File: config.mk
export PLATFORM = sky130hd
export DESIGN_NAME = sesu_top
export DESIGN_NICKNAME = d
export VERILOG_FILES = /design/src/hw/sesu_pkg.sv /design/src/hw/sesu_id_if.sv /design/src/hw/sesu_top.sv /design/src/hw/sesu_id_gen.sv
export VERILOG_INCLUDE_DIRS = /design/src /design/src/hw
export SDC_FILE = /design/constraint.sdc
export NUM_CORES = 1
export LEC_CHECK = 0
export ABC_AREA = 1
export ABC_CLOCK_PERIOD_IN_PS = 2920
export BUFFER_PORTS_ARGS = -buffer_cell sky130_fd_sc_hd__buf_2
export CORE_MARGIN = 1.5
export CORE_UTILIZATION = 40
export DETAILED_ROUTE_END_ITERATION = 8
export GPL_ROUTABILITY_DRIVEN = 0
export PLACE_DENSITY = 0.75
export SYNTH_ARGS = -nofsm -noshare
export SYNTH_HDL_FRONTEND = slang
export SYNTH_SLANG_ARGS = --single-unit
File: constraint.sdc
create_clock -name clk_sys -period 2.92 [get_ports clk_sys]
set_input_delay 0.146 -clock clk_sys [delete_from_list [all_inputs] [get_ports clk_sys]]
set_output_delay 0.146 -clock clk_sys [all_outputs]
set_load 0.03 [all_outputs]
File: src/hw/sesu_defines.svh
`ifndef SESU_DEFINES_SVH
`define SESU_DEFINES_SVH

// Event register and enable mask layout, shared by both
`define SESU_BIT_OPC     0
`define SESU_BIT_QYE     2
`define SESU_BIT_DDE     3
`define SESU_BIT_EXE     4
`define SESU_BIT_CME     5
`define SESU_USED_MASK   8'h3D
`define SESU_ENABLE_RST  8'h00
`define SESU_EVENT_RST   8'h00
`define SESU_STB_ESB     5

// Error class digit of a reported error code
`define SESU_CLASS_CMD   4'h1
`define SESU_CLASS_EXE   4'h2
`define SESU_CLASS_DEV   4'h3
`define SESU_CLASS_QRY   4'h4

// Identification string shape
`define SESU_ID_LEN      7'h32
`define SESU_SERIAL_DIG  6
`define SESU_ASCII_COMMA 8'h2C
`define SESU_ASCII_SLASH 8'h2F
`define SESU_ASCII_SPACE 8'h20
`define SESU_ASCII_ZERO  8'h30
`define SESU_ASCII_DASH  8'h2D
`define SESU_ASCII_DOT   8'h2E

`endif

File: src/hw/sesu_pkg.sv
package sesu_pkg;
  typedef enum logic [2:0] {
    SESU_CMD_NONE,
    SESU_CMD_CLS,
    SESU_CMD_ESE_WR,
    SESU_CMD_ESE_RD,
    SESU_CMD_ESR_RD,
    SESU_CMD_OPC,
    SESU_CMD_IDN_RD
  } sesu_cmd_t;

  typedef enum logic [1:0] {
    SESU_OPC_IDLE,
    SESU_OPC_WAIT
  } sesu_opc_st_t;
endpackage

File: src/hw/sesu_id_if.sv
`timescale 1ns/1ps
interface sesu_id_if;
  logic       start;
  logic [6:0] index;
  logic       valid;
  logic [7:0] char_out;
  logic       last;
  modport gen (input start, input index, output valid, output char_out, output last);
  modport use_side (output start, output index, input valid, input char_out, input last);
endinterface

File: src/hw/sesu_top.sv
// Contract
// Clear-status empties the error queue, returns completion to idle and zeroes the event register but keeps the mask.
// The enable mask takes any value 0 to 255 from the controller and resets to zero.
// Status byte bit 5 is the OR of every event bit whose mask bit is set.
// Event and mask share one layout: 5 command, 4 execution, 3 device, 2 query, 0 completion, 7/6/1 unused.
// The mask query returns the stored mask unchanged.
// The event query returns the register and then clears it.
// A 1xx error sets the command error bit.
// A 2xx error sets the execution error bit.
// A 3xx error, or a current/voltage error with its questionable bit, sets the device error bit.
// A 4xx error sets the query error bit.
// The identity reply is four comma separated fields: maker, model-rating-date, serial, firmware.
// The date reads MM/DD/YYYY and the serial has six digits.
// The controller marks each common command with a leading asterisk.
// After the completion command clears bit 0, it sets again only when all work is done.
// Unused event bits read zero and unused mask bits never reach the summary bit.
`timescale 1ns/1ps
`include "sesu_defines.svh"
module sesu_top
  import sesu_pkg::*;
(
  input  wire logic        clk_sys,
  input  wire logic        reset_n,
  input  wire sesu_cmd_t   cmd,
  input  wire logic [7:0]  cmd_data,
  input  wire logic        err_valid,
  input  wire logic [3:0]  err_class,
  input  wire logic        err_meas_ques,
  input  wire logic        ops_pending,
  input  wire logic [7:0]  mfr_char [0:7],
  input  wire logic [7:0]  model_char [0:7],
  input  wire logic [7:0]  rating_char [0:7],
  input  wire logic [7:0]  cal_month,
  input  wire logic [7:0]  cal_day,
  input  wire logic [15:0] cal_year,
  input  wire logic [23:0] serial_bcd,
  input  wire logic [15:0] fw_bcd,
  output logic [7:0]       rsp_data,
  output logic             rsp_valid,
  output logic             rsp_last,
  output logic             esb,
  output logic             err_queue_clear
);
  logic [7:0]   enable_ff;
  logic [7:0]   event_ff;
  sesu_opc_st_t opc_ff;
  logic [7:0]   rsp_ff;
  logic         rsp_valid_ff;
  logic         esb_ff;
  logic         eqc_ff;
  logic         idn_busy_ff;
  logic [6:0]   idn_idx_ff;
  logic [7:0]   nxt_enable;
  logic [7:0]   nxt_event;
  sesu_opc_st_t nxt_opc;
  logic [7:0]   nxt_rsp;
  logic         nxt_rsp_valid;
  logic         nxt_eqc;
  logic         nxt_idn_busy;
  logic [6:0]   nxt_idn_idx;
  logic [7:0]   set_bits;
  logic         nxt_esb;

  sesu_id_if id_bus ();

  sesu_id_gen u_id (
    .clk_sys     (clk_sys),
    .reset_n     (reset_n),
    .mfr_char    (mfr_char),
    .model_char  (model_char),
    .rating_char (rating_char),
    .cal_month   (cal_month),
    .cal_day     (cal_day),
    .cal_year    (cal_year),
    .serial_bcd  (serial_bcd),
    .fw_bcd      (fw_bcd),
    .id          (id_bus)
  );

  function automatic logic is_class(input logic [3:0] c, input logic [3:0] k);
    is_class = err_valid && (c == k);
  endfunction

  // Events this cycle; these win over a same-cycle read clear
  always_comb begin
    set_bits = 8'h00;
    set_bits[`SESU_BIT_CME] = is_class(err_class, `SESU_CLASS_CMD);
    set_bits[`SESU_BIT_EXE] = is_class(err_class, `SESU_CLASS_EXE);
    set_bits[`SESU_BIT_DDE] = is_class(err_class, `SESU_CLASS_DEV) | err_meas_ques;
    set_bits[`SESU_BIT_QYE] = is_class(err_class, `SESU_CLASS_QRY);
    set_bits[`SESU_BIT_OPC] = (opc_ff == SESU_OPC_WAIT) && !ops_pending;
  end

  always_comb begin
    nxt_enable    = enable_ff;
    nxt_event     = event_ff;
    nxt_opc       = opc_ff;
    nxt_rsp       = rsp_ff;
    nxt_rsp_valid = 1'b0;
    nxt_eqc       = 1'b0;
    nxt_idn_busy  = idn_busy_ff;
    nxt_idn_idx   = idn_idx_ff;
    if (set_bits[`SESU_BIT_OPC]) begin
      nxt_opc = SESU_OPC_IDLE;
    end
    case (cmd)
      SESU_CMD_CLS: begin
        nxt_event = 8'h00;
        nxt_opc   = SESU_OPC_IDLE;
        nxt_eqc   = 1'b1;
      end
      SESU_CMD_ESE_WR: nxt_enable = cmd_data;
      SESU_CMD_ESE_RD: begin
        nxt_rsp       = enable_ff;
        nxt_rsp_valid = 1'b1;
      end
      SESU_CMD_ESR_RD: begin
        nxt_rsp       = event_ff & `SESU_USED_MASK;
        nxt_rsp_valid = 1'b1;
        nxt_event     = 8'h00;
      end
      SESU_CMD_OPC: begin
        nxt_event[`SESU_BIT_OPC] = 1'b0;
        nxt_opc                  = SESU_OPC_WAIT;
      end
      SESU_CMD_IDN_RD: begin
        nxt_idn_busy = 1'b1;
        nxt_idn_idx  = 7'h00;
      end
      default: nxt_rsp = rsp_ff;
    endcase
    if (cmd == SESU_CMD_OPC) begin
      nxt_event = nxt_event | (set_bits & ~8'h01);
    end else begin
      nxt_event = nxt_event | set_bits;
    end
    nxt_event = nxt_event & `SESU_USED_MASK;
    if (idn_busy_ff) begin
      nxt_idn_idx = idn_idx_ff + 7'h01;
      if (idn_idx_ff == `SESU_ID_LEN - 7'h01) begin
        nxt_idn_busy = 1'b0;
      end
    end
    // Identity characters own the reply path; a query sent meanwhile would collide
    if (id_bus.valid) begin
      nxt_rsp       = id_bus.char_out;
      nxt_rsp_valid = 1'b1;
    end
    nxt_esb = |(nxt_event & nxt_enable & `SESU_USED_MASK);
  end

  assign id_bus.start = idn_busy_ff;
  assign id_bus.index = idn_idx_ff;

  always_ff @(posedge clk_sys or negedge reset_n) begin
    if (!reset_n) begin
      enable_ff    <= `SESU_ENABLE_RST;
      event_ff     <= `SESU_EVENT_RST;
      opc_ff       <= SESU_OPC_IDLE;
      rsp_ff       <= 8'h00;
      rsp_valid_ff <= 1'b0;
      esb_ff       <= 1'b0;
      eqc_ff       <= 1'b0;
      idn_busy_ff  <= 1'b0;
      idn_idx_ff   <= 7'h00;
    end else begin
      enable_ff    <= nxt_enable;
      event_ff     <= nxt_event;
      opc_ff       <= nxt_opc;
      rsp_ff       <= nxt_rsp;
      rsp_valid_ff <= nxt_rsp_valid;
      esb_ff       <= nxt_esb;
      eqc_ff       <= nxt_eqc;
      idn_busy_ff  <= nxt_idn_busy;
      idn_idx_ff   <= nxt_idn_idx;
    end
  end

  // Identity stream is delayed one cycle by the reply register
  logic last_ff;
  always_ff @(posedge clk_sys or negedge reset_n) begin
    if (!reset_n) begin
      last_ff <= 1'b0;
    end else begin
      last_ff <= id_bus.last;
    end
  end

  assign rsp_data        = rsp_ff;
  assign rsp_valid       = rsp_valid_ff;
  assign rsp_last        = last_ff;
  assign esb             = esb_ff;
  assign err_queue_clear = eqc_ff;

  chk_esr_read_clears: assert property (@(posedge clk_sys) disable iff (!reset_n)
    (cmd == SESU_CMD_ESR_RD && !err_valid && !err_meas_ques && opc_ff == SESU_OPC_IDLE)
      |=> (event_ff == 8'h00)) else $error("event read did not clear");
  chk_cls_keeps_mask: assert property (@(posedge clk_sys) disable iff (!reset_n)
    (cmd == SESU_CMD_CLS) |=> (enable_ff == $past(enable_ff) && eqc_ff))
    else $error("clear status changed mask");
  chk_mask_write_lands: assert property (@(posedge clk_sys) disable iff (!reset_n)
    (cmd == SESU_CMD_ESE_WR) |=> (enable_ff == $past(cmd_data)))
    else $error("mask write lost");
  chk_cmd_error_set: assert property (@(posedge clk_sys) disable iff (!reset_n)
    (err_valid && err_class == 4'h1) |=> event_ff[5]) else $error("1xx lost");
  chk_exe_error_set: assert property (@(posedge clk_sys) disable iff (!reset_n)
    (err_valid && err_class == 4'h2) |=> event_ff[4]) else $error("2xx lost");
  chk_dev_error_set: assert property (@(posedge clk_sys) disable iff (!reset_n)
    (err_meas_ques || (err_valid && err_class == 4'h3)) |=> event_ff[3])
    else $error("device error lost");
  chk_qry_error_set: assert property (@(posedge clk_sys) disable iff (!reset_n)
    (err_valid && err_class == 4'h4) |=> event_ff[2]) else $error("4xx lost");
  chk_esb_summary: assert property (@(posedge clk_sys) disable iff (!reset_n)
    esb_ff == |(event_ff & enable_ff)) else $error("summary bit wrong");
  chk_unused_zero: assert property (@(posedge clk_sys) disable iff (!reset_n)
    (event_ff & 8'hC2) == 8'h00) else $error("unused event bit set");
  chk_opc_waits: assert property (@(posedge clk_sys) disable iff (!reset_n)
    (opc_ff == SESU_OPC_WAIT && ops_pending && cmd != SESU_CMD_CLS)
      |=> !event_ff[0] || $past(cmd) == SESU_CMD_NONE && $past(event_ff[0]))
    else $error("completion bit early");
  // A set in the same cycle as a read clear must still land
  chk_opc_sets_done: assert property (@(posedge clk_sys) disable iff (!reset_n)
    (opc_ff == SESU_OPC_WAIT && !ops_pending && cmd != SESU_CMD_OPC) |=> event_ff[0])
    else $error("completion bit missing");
  chk_ese_readback: assert property (@(posedge clk_sys) disable iff (!reset_n)
    (cmd == SESU_CMD_ESE_RD) |=> (rsp_valid_ff && rsp_ff == $past(enable_ff)))
    else $error("mask readback wrong");
  cov_idn_done: cover property (@(posedge clk_sys) disable iff (!reset_n) last_ff);
  cov_esb_high: cover property (@(posedge clk_sys) disable iff (!reset_n) esb_ff);
  cov_cls_seen: cover property (@(posedge clk_sys) disable iff (!reset_n) eqc_ff);
  cov_opc_done: cover property (@(posedge clk_sys) disable iff (!reset_n)
    opc_ff == SESU_OPC_WAIT ##1 opc_ff == SESU_OPC_IDLE);
endmodule

File: src/hw/sesu_id_gen.sv
`timescale 1ns/1ps
`include "sesu_defines.svh"
module sesu_id_gen
  import sesu_pkg::*;
(
  input  wire logic        clk_sys,
  input  wire logic        reset_n,
  input  wire logic [7:0]  mfr_char [0:7],
  input  wire logic [7:0]  model_char [0:7],
  input  wire logic [7:0]  rating_char [0:7],
  input  wire logic [7:0]  cal_month,
  input  wire logic [7:0]  cal_day,
  input  wire logic [15:0] cal_year,
  input  wire logic [23:0] serial_bcd,
  input  wire logic [15:0] fw_bcd,
  sesu_id_if.gen           id
);
  logic [7:0] nxt_char;
  logic       nxt_last;
  logic [7:0] char_ff;
  logic       valid_ff;
  logic       last_ff;

  function automatic logic [7:0] digit(input logic [3:0] d);
    digit = `SESU_ASCII_ZERO + {4'h0, d};
  endfunction

  // Layout: mfr , model rating MM/DD/YYYY , serial6 , fw  (11,12)
  always_comb begin
    nxt_char = `SESU_ASCII_SPACE;
    nxt_last = 1'b0;
    case (id.index)
      7'h00, 7'h01, 7'h02, 7'h03, 7'h04, 7'h05, 7'h06, 7'h07: nxt_char = mfr_char[id.index[2:0]];
      7'h08: nxt_char = `SESU_ASCII_COMMA;
      7'h09, 7'h0A, 7'h0B, 7'h0C, 7'h0D, 7'h0E, 7'h0F, 7'h10: nxt_char = model_char[id.index[2:0] - 3'h1];
      7'h11: nxt_char = `SESU_ASCII_SPACE;
      7'h12, 7'h13, 7'h14, 7'h15, 7'h16, 7'h17, 7'h18, 7'h19: nxt_char = rating_char[id.index[2:0] - 3'h2];
      7'h1A: nxt_char = `SESU_ASCII_SPACE;
      7'h1B: nxt_char = digit(cal_month[7:4]);
      7'h1C: nxt_char = digit(cal_month[3:0]);
      7'h1D: nxt_char = `SESU_ASCII_SLASH;
      7'h1E: nxt_char = digit(cal_day[7:4]);
      7'h1F: nxt_char = digit(cal_day[3:0]);
      7'h20: nxt_char = `SESU_ASCII_SLASH;
      7'h21: nxt_char = digit(cal_year[15:12]);
      7'h22: nxt_char = digit(cal_year[11:8]);
      7'h23: nxt_char = digit(cal_year[7:4]);
      7'h24: nxt_char = digit(cal_year[3:0]);
      7'h25: nxt_char = `SESU_ASCII_COMMA;
      7'h26: nxt_char = digit(serial_bcd[23:20]);
      7'h27: nxt_char = digit(serial_bcd[19:16]);
      7'h28: nxt_char = digit(serial_bcd[15:12]);
      7'h29: nxt_char = digit(serial_bcd[11:8]);
      7'h2A: nxt_char = digit(serial_bcd[7:4]);
      7'h2B: nxt_char = digit(serial_bcd[3:0]);
      7'h2C: nxt_char = `SESU_ASCII_COMMA;
      7'h2D: nxt_char = digit(fw_bcd[15:12]);
      7'h2E: nxt_char = digit(fw_bcd[11:8]);
      7'h2F: nxt_char = `SESU_ASCII_DOT;
      7'h30: nxt_char = digit(fw_bcd[7:4]);
      7'h31: begin
        nxt_char = digit(fw_bcd[3:0]);
        nxt_last = 1'b1;
      end
      default: nxt_char = `SESU_ASCII_SPACE;
    endcase
  end

  always_ff @(posedge clk_sys or negedge reset_n) begin
    if (!reset_n) begin
      char_ff  <= 8'h00;
      valid_ff <= 1'b0;
      last_ff  <= 1'b0;
    end else begin
      char_ff  <= nxt_char;
      valid_ff <= id.start;
      last_ff  <= nxt_last & id.start;
    end
  end

  assign id.char_out = char_ff;
  assign id.valid    = valid_ff;
  assign id.last     = last_ff;
endmodule

==> key figures <==
Run status
  – Status: finished clean

STA
  – Max-slew violations: 0
  – RSZ-0062 raised after global routing: false
  – Minimum clock period: 2.215 ns
  – Slew @ Worst Pin: 1.011 ns
  – Setup TNS: 0 ns
  – Finish-stage setup viols: 0
  – Worst slew margin: 32.59%
  – Max frequency: 451.5 MHz
  – Final hold viol count: 0
  – Final period util: 75.85%
  – Clock skew: 0.006332 ns

Job
  – Maxcap violations: 0

Synth
  – Top flip-flop cell by instance count after synthesis: dfrtp_1
  – Yosys reg bits: 44
  – Share of the synthesized area in the top cell type: 28.30%
  – Synth area leader: nand2_1
  – Ys Warns: 0
  – Synth cell types: 36
  – Ranking of synthesized cells by area: nand2_1 28%, dfrtp_1 22%, nand3_1 14%
  – Async S/R FF share, synth: 100.0%
  – Mean Syn Cell Area: 5.613 sq um
  – Post-synthesis sequential area ratio: 22.14%
  – Mapped Nets: 1177
  – Cells after Synth: 886
  – Number of flops mapped to enable cells by yosys: 0
  – Synthesized area: 4974 sq um

Global routing
  – Total Routing Usage GR: 29.84%
  – Initial antenna violation count: 0
  – Total global routing overflow: 0
  – First-pass GRT wire length: 31050 microns
  – Largest net degree at the start of global routing: 100
  – Number of global-route vias before repair: 6381

CTS
  – CTS tree: built
  – CTS Sinks: 44
  – Post-CTS sizing: 0
  – Reg clk slew, reported paths: 0.07 ns
  – Post-CTS setup buffers: 0
  – H-tree Lvls: 2
  – Worst-case clock buffer depth: 2
  – Hold_buf cts: 0
  – Root buf cell: clkbuf_16
  – Worst skew pair latency: 0.29 ns
  – TritonCTS Buffers: 5

Worst hold path
  – Worst Hold Class: input pin to async pin

Power and ir drop
  – Worst vdd ir: 0.5879 mV
  – Leak Pwr: 3.783 nW
  – Cell Pwr Density: 824.6 nW/um^2
  – Tot Pwr: 5.465 mW

Critical path
  – Reg2reg start: id_bus.index[0]
  – Worst Setup Start Kind: flip-flop
  – Worst Path Required: 3.08 ns
  – R2R cell count: 8
  – R2r setup slk: 0.71 ns
  – Largest fanout on the critical path: 99
  – Crit Path Category: flip-flop to flip-flop
  – CP endpoint kind: flip-flop
  – CP arrival: 2.37 ns
  – Critical R2R Capture: u_id.id.char_out[0]

Place
  – Hpwl dp: 16170 microns
  – IO Port Bufs: 295

Drt
  – Post-Route WL: 19720 microns
  – DR iter-0 viols: 605
  – Vias per cell: 5.112
  – Routed via count: 6748
  – # DRC: 0
  – Antenna viol nets, final: 0
  – Initial DRT Pass Iterations: 5
  – DR WL/cell: 14.94 microns

Floorplan
  – Die X-Extent: 114.5 microns
  – FP Rows: 40
  – Initial Util: 41.23%
  – Core ar.: 12060 sq um
  – Die ar.: 13110 sq um
  – Ports: 296
  – Die height: 114.5 microns

Finish
  – Commonest non-fill, non-tap cell in the layout: nand2_1
  – Final nets: 1441
  – Commonest cells after routing, fill and taps aside: 375 x nand2_1, 295 x buf_2, 139 x nand3_1, 107 x nor2_1, 43 x dfrtp_1
  – Fin util: 54.95%
  – Area delta synth->final: 33.26%
  – Share of layout cells above drive strength 1: 30.76%
-- stage by stage --
step                std cells  setup slack [ns]  hold WS, ns  instance area, sq um
detailed placement       1311            0.7116       0.3347                  6454
global placement         1311            0.7640       0.3405                  6454
CTS                      1319            0.7008      0.05913                  6625
global route             1319            0.5249       0.1012                  6625
floorplan                 886            0.6616      -0.1496                  4974
finish                   1320            0.7052      0.03372                  6628
-- worst max-delay path by stage --
stage | startpoint | endpoint
5_1_grt | id_bus.index[0] | u_id.id.char_out[4]
4_1_cts | id_bus.index[0] | u_id.id.char_out[0]
3_5_place_dp | id_bus.index[0] | u_id.id.char_out[0]
3_3_place_gp | id_bus.index[0] | u_id.id.char_out[0]
2_1_floorplan | id_bus.index[0] | u_id.id.char_out[0]
6_report | id_bus.index[0] | u_id.id.char_out[0]
-- final cells by class --
| cell class | count | area [sq um] |
|---|---|---|
| repair buffers | 301 | 1534 |
| inverters | 42 | 157.7 |
| well taps | 168 | 210.2 |
| multi-input cells | 756 | 3447 |
| flip-flops and latches | 44 | 1105 |
| diodes | 1 | 2.502 |
| fillers | 1303 | 5434 |
| clock inverters | 3 | 46.29 |
| clock buffers | 5 | 125.1 |
-- critical path, stage by stage (launching register included) --
cell	delay [ns]
dfrtp_4	0.51
inv_2	0.11
buf_12	0.31
ha_1	0.31
xor2_4	0.34
o21ai_0	0.19
nand2_1	0.10
nand2_1	0.05
nand3b_1	0.14
-- metal layers --
layer	vias up	track usage (%)	share of wire, %
li1	3378	-	-
met1	3000	38.26	42
met2	327	52.02	48
met3	43	4.288	7.5
met4	0	8.667	2.6
met5	-	0	0
-- state kept, by name, summed over array words and instances (netlist names) --
register / flops
u_id.id.last: 1
id_bus.index: 7
u_id.id.valid: 1
err_queue_clear: 1
rsp_last: 1
enable_ff: 8
u_id.id.char_out: 8
event_ff: 5
esb: 1
id_bus.start: 1
opc_ff: 1
rsp_valid: 1
rsp_data: 8
-- report_power, final --
| group | leakage (nW) | switching [mW] | total (mW) | internal, mW |
|---|---|---|---|---|
| clock | 0.0804 | 0.245 | 0.652 | 0.407 |
| sequential | 0.535 | 0.179 | 0.957 | 0.778 |
| combinational | 3.17 | 2.58 | 3.86 | 1.28 |
-- cells by family after synthesis --
logic type / Yosys count / share of synthesized area [%]
and+or+nand+nor: 667 / 57.48
buffers and inverters: 86 / 8.553
AOI/OAI and AO/OA: 75 / 8.227
DFF: 44 / 22.14
adders and majority gates: 7 / 1.761
muxes: 5 / 1.107
xor gates and xnor gates: 2 / 0.7297
-- Yosys cell counts, types with 5 or more instances --
library cell	number
nor2_2	12
a21oi_1	20
inv_1	32
nand3b_1	5
nor2_4	5
inv_2	8
dfrtp_1	44
buf_4	8
buf_2	25
o211ai_1	5
o21ai_0	34
nor2_1	107
nand2_1	375
ha_1	7
nand2_2	8
nand3_1	139
a31oi_1	8
clkbuf_1	6
Note: power is estimated with default switching activity, not from simulation.
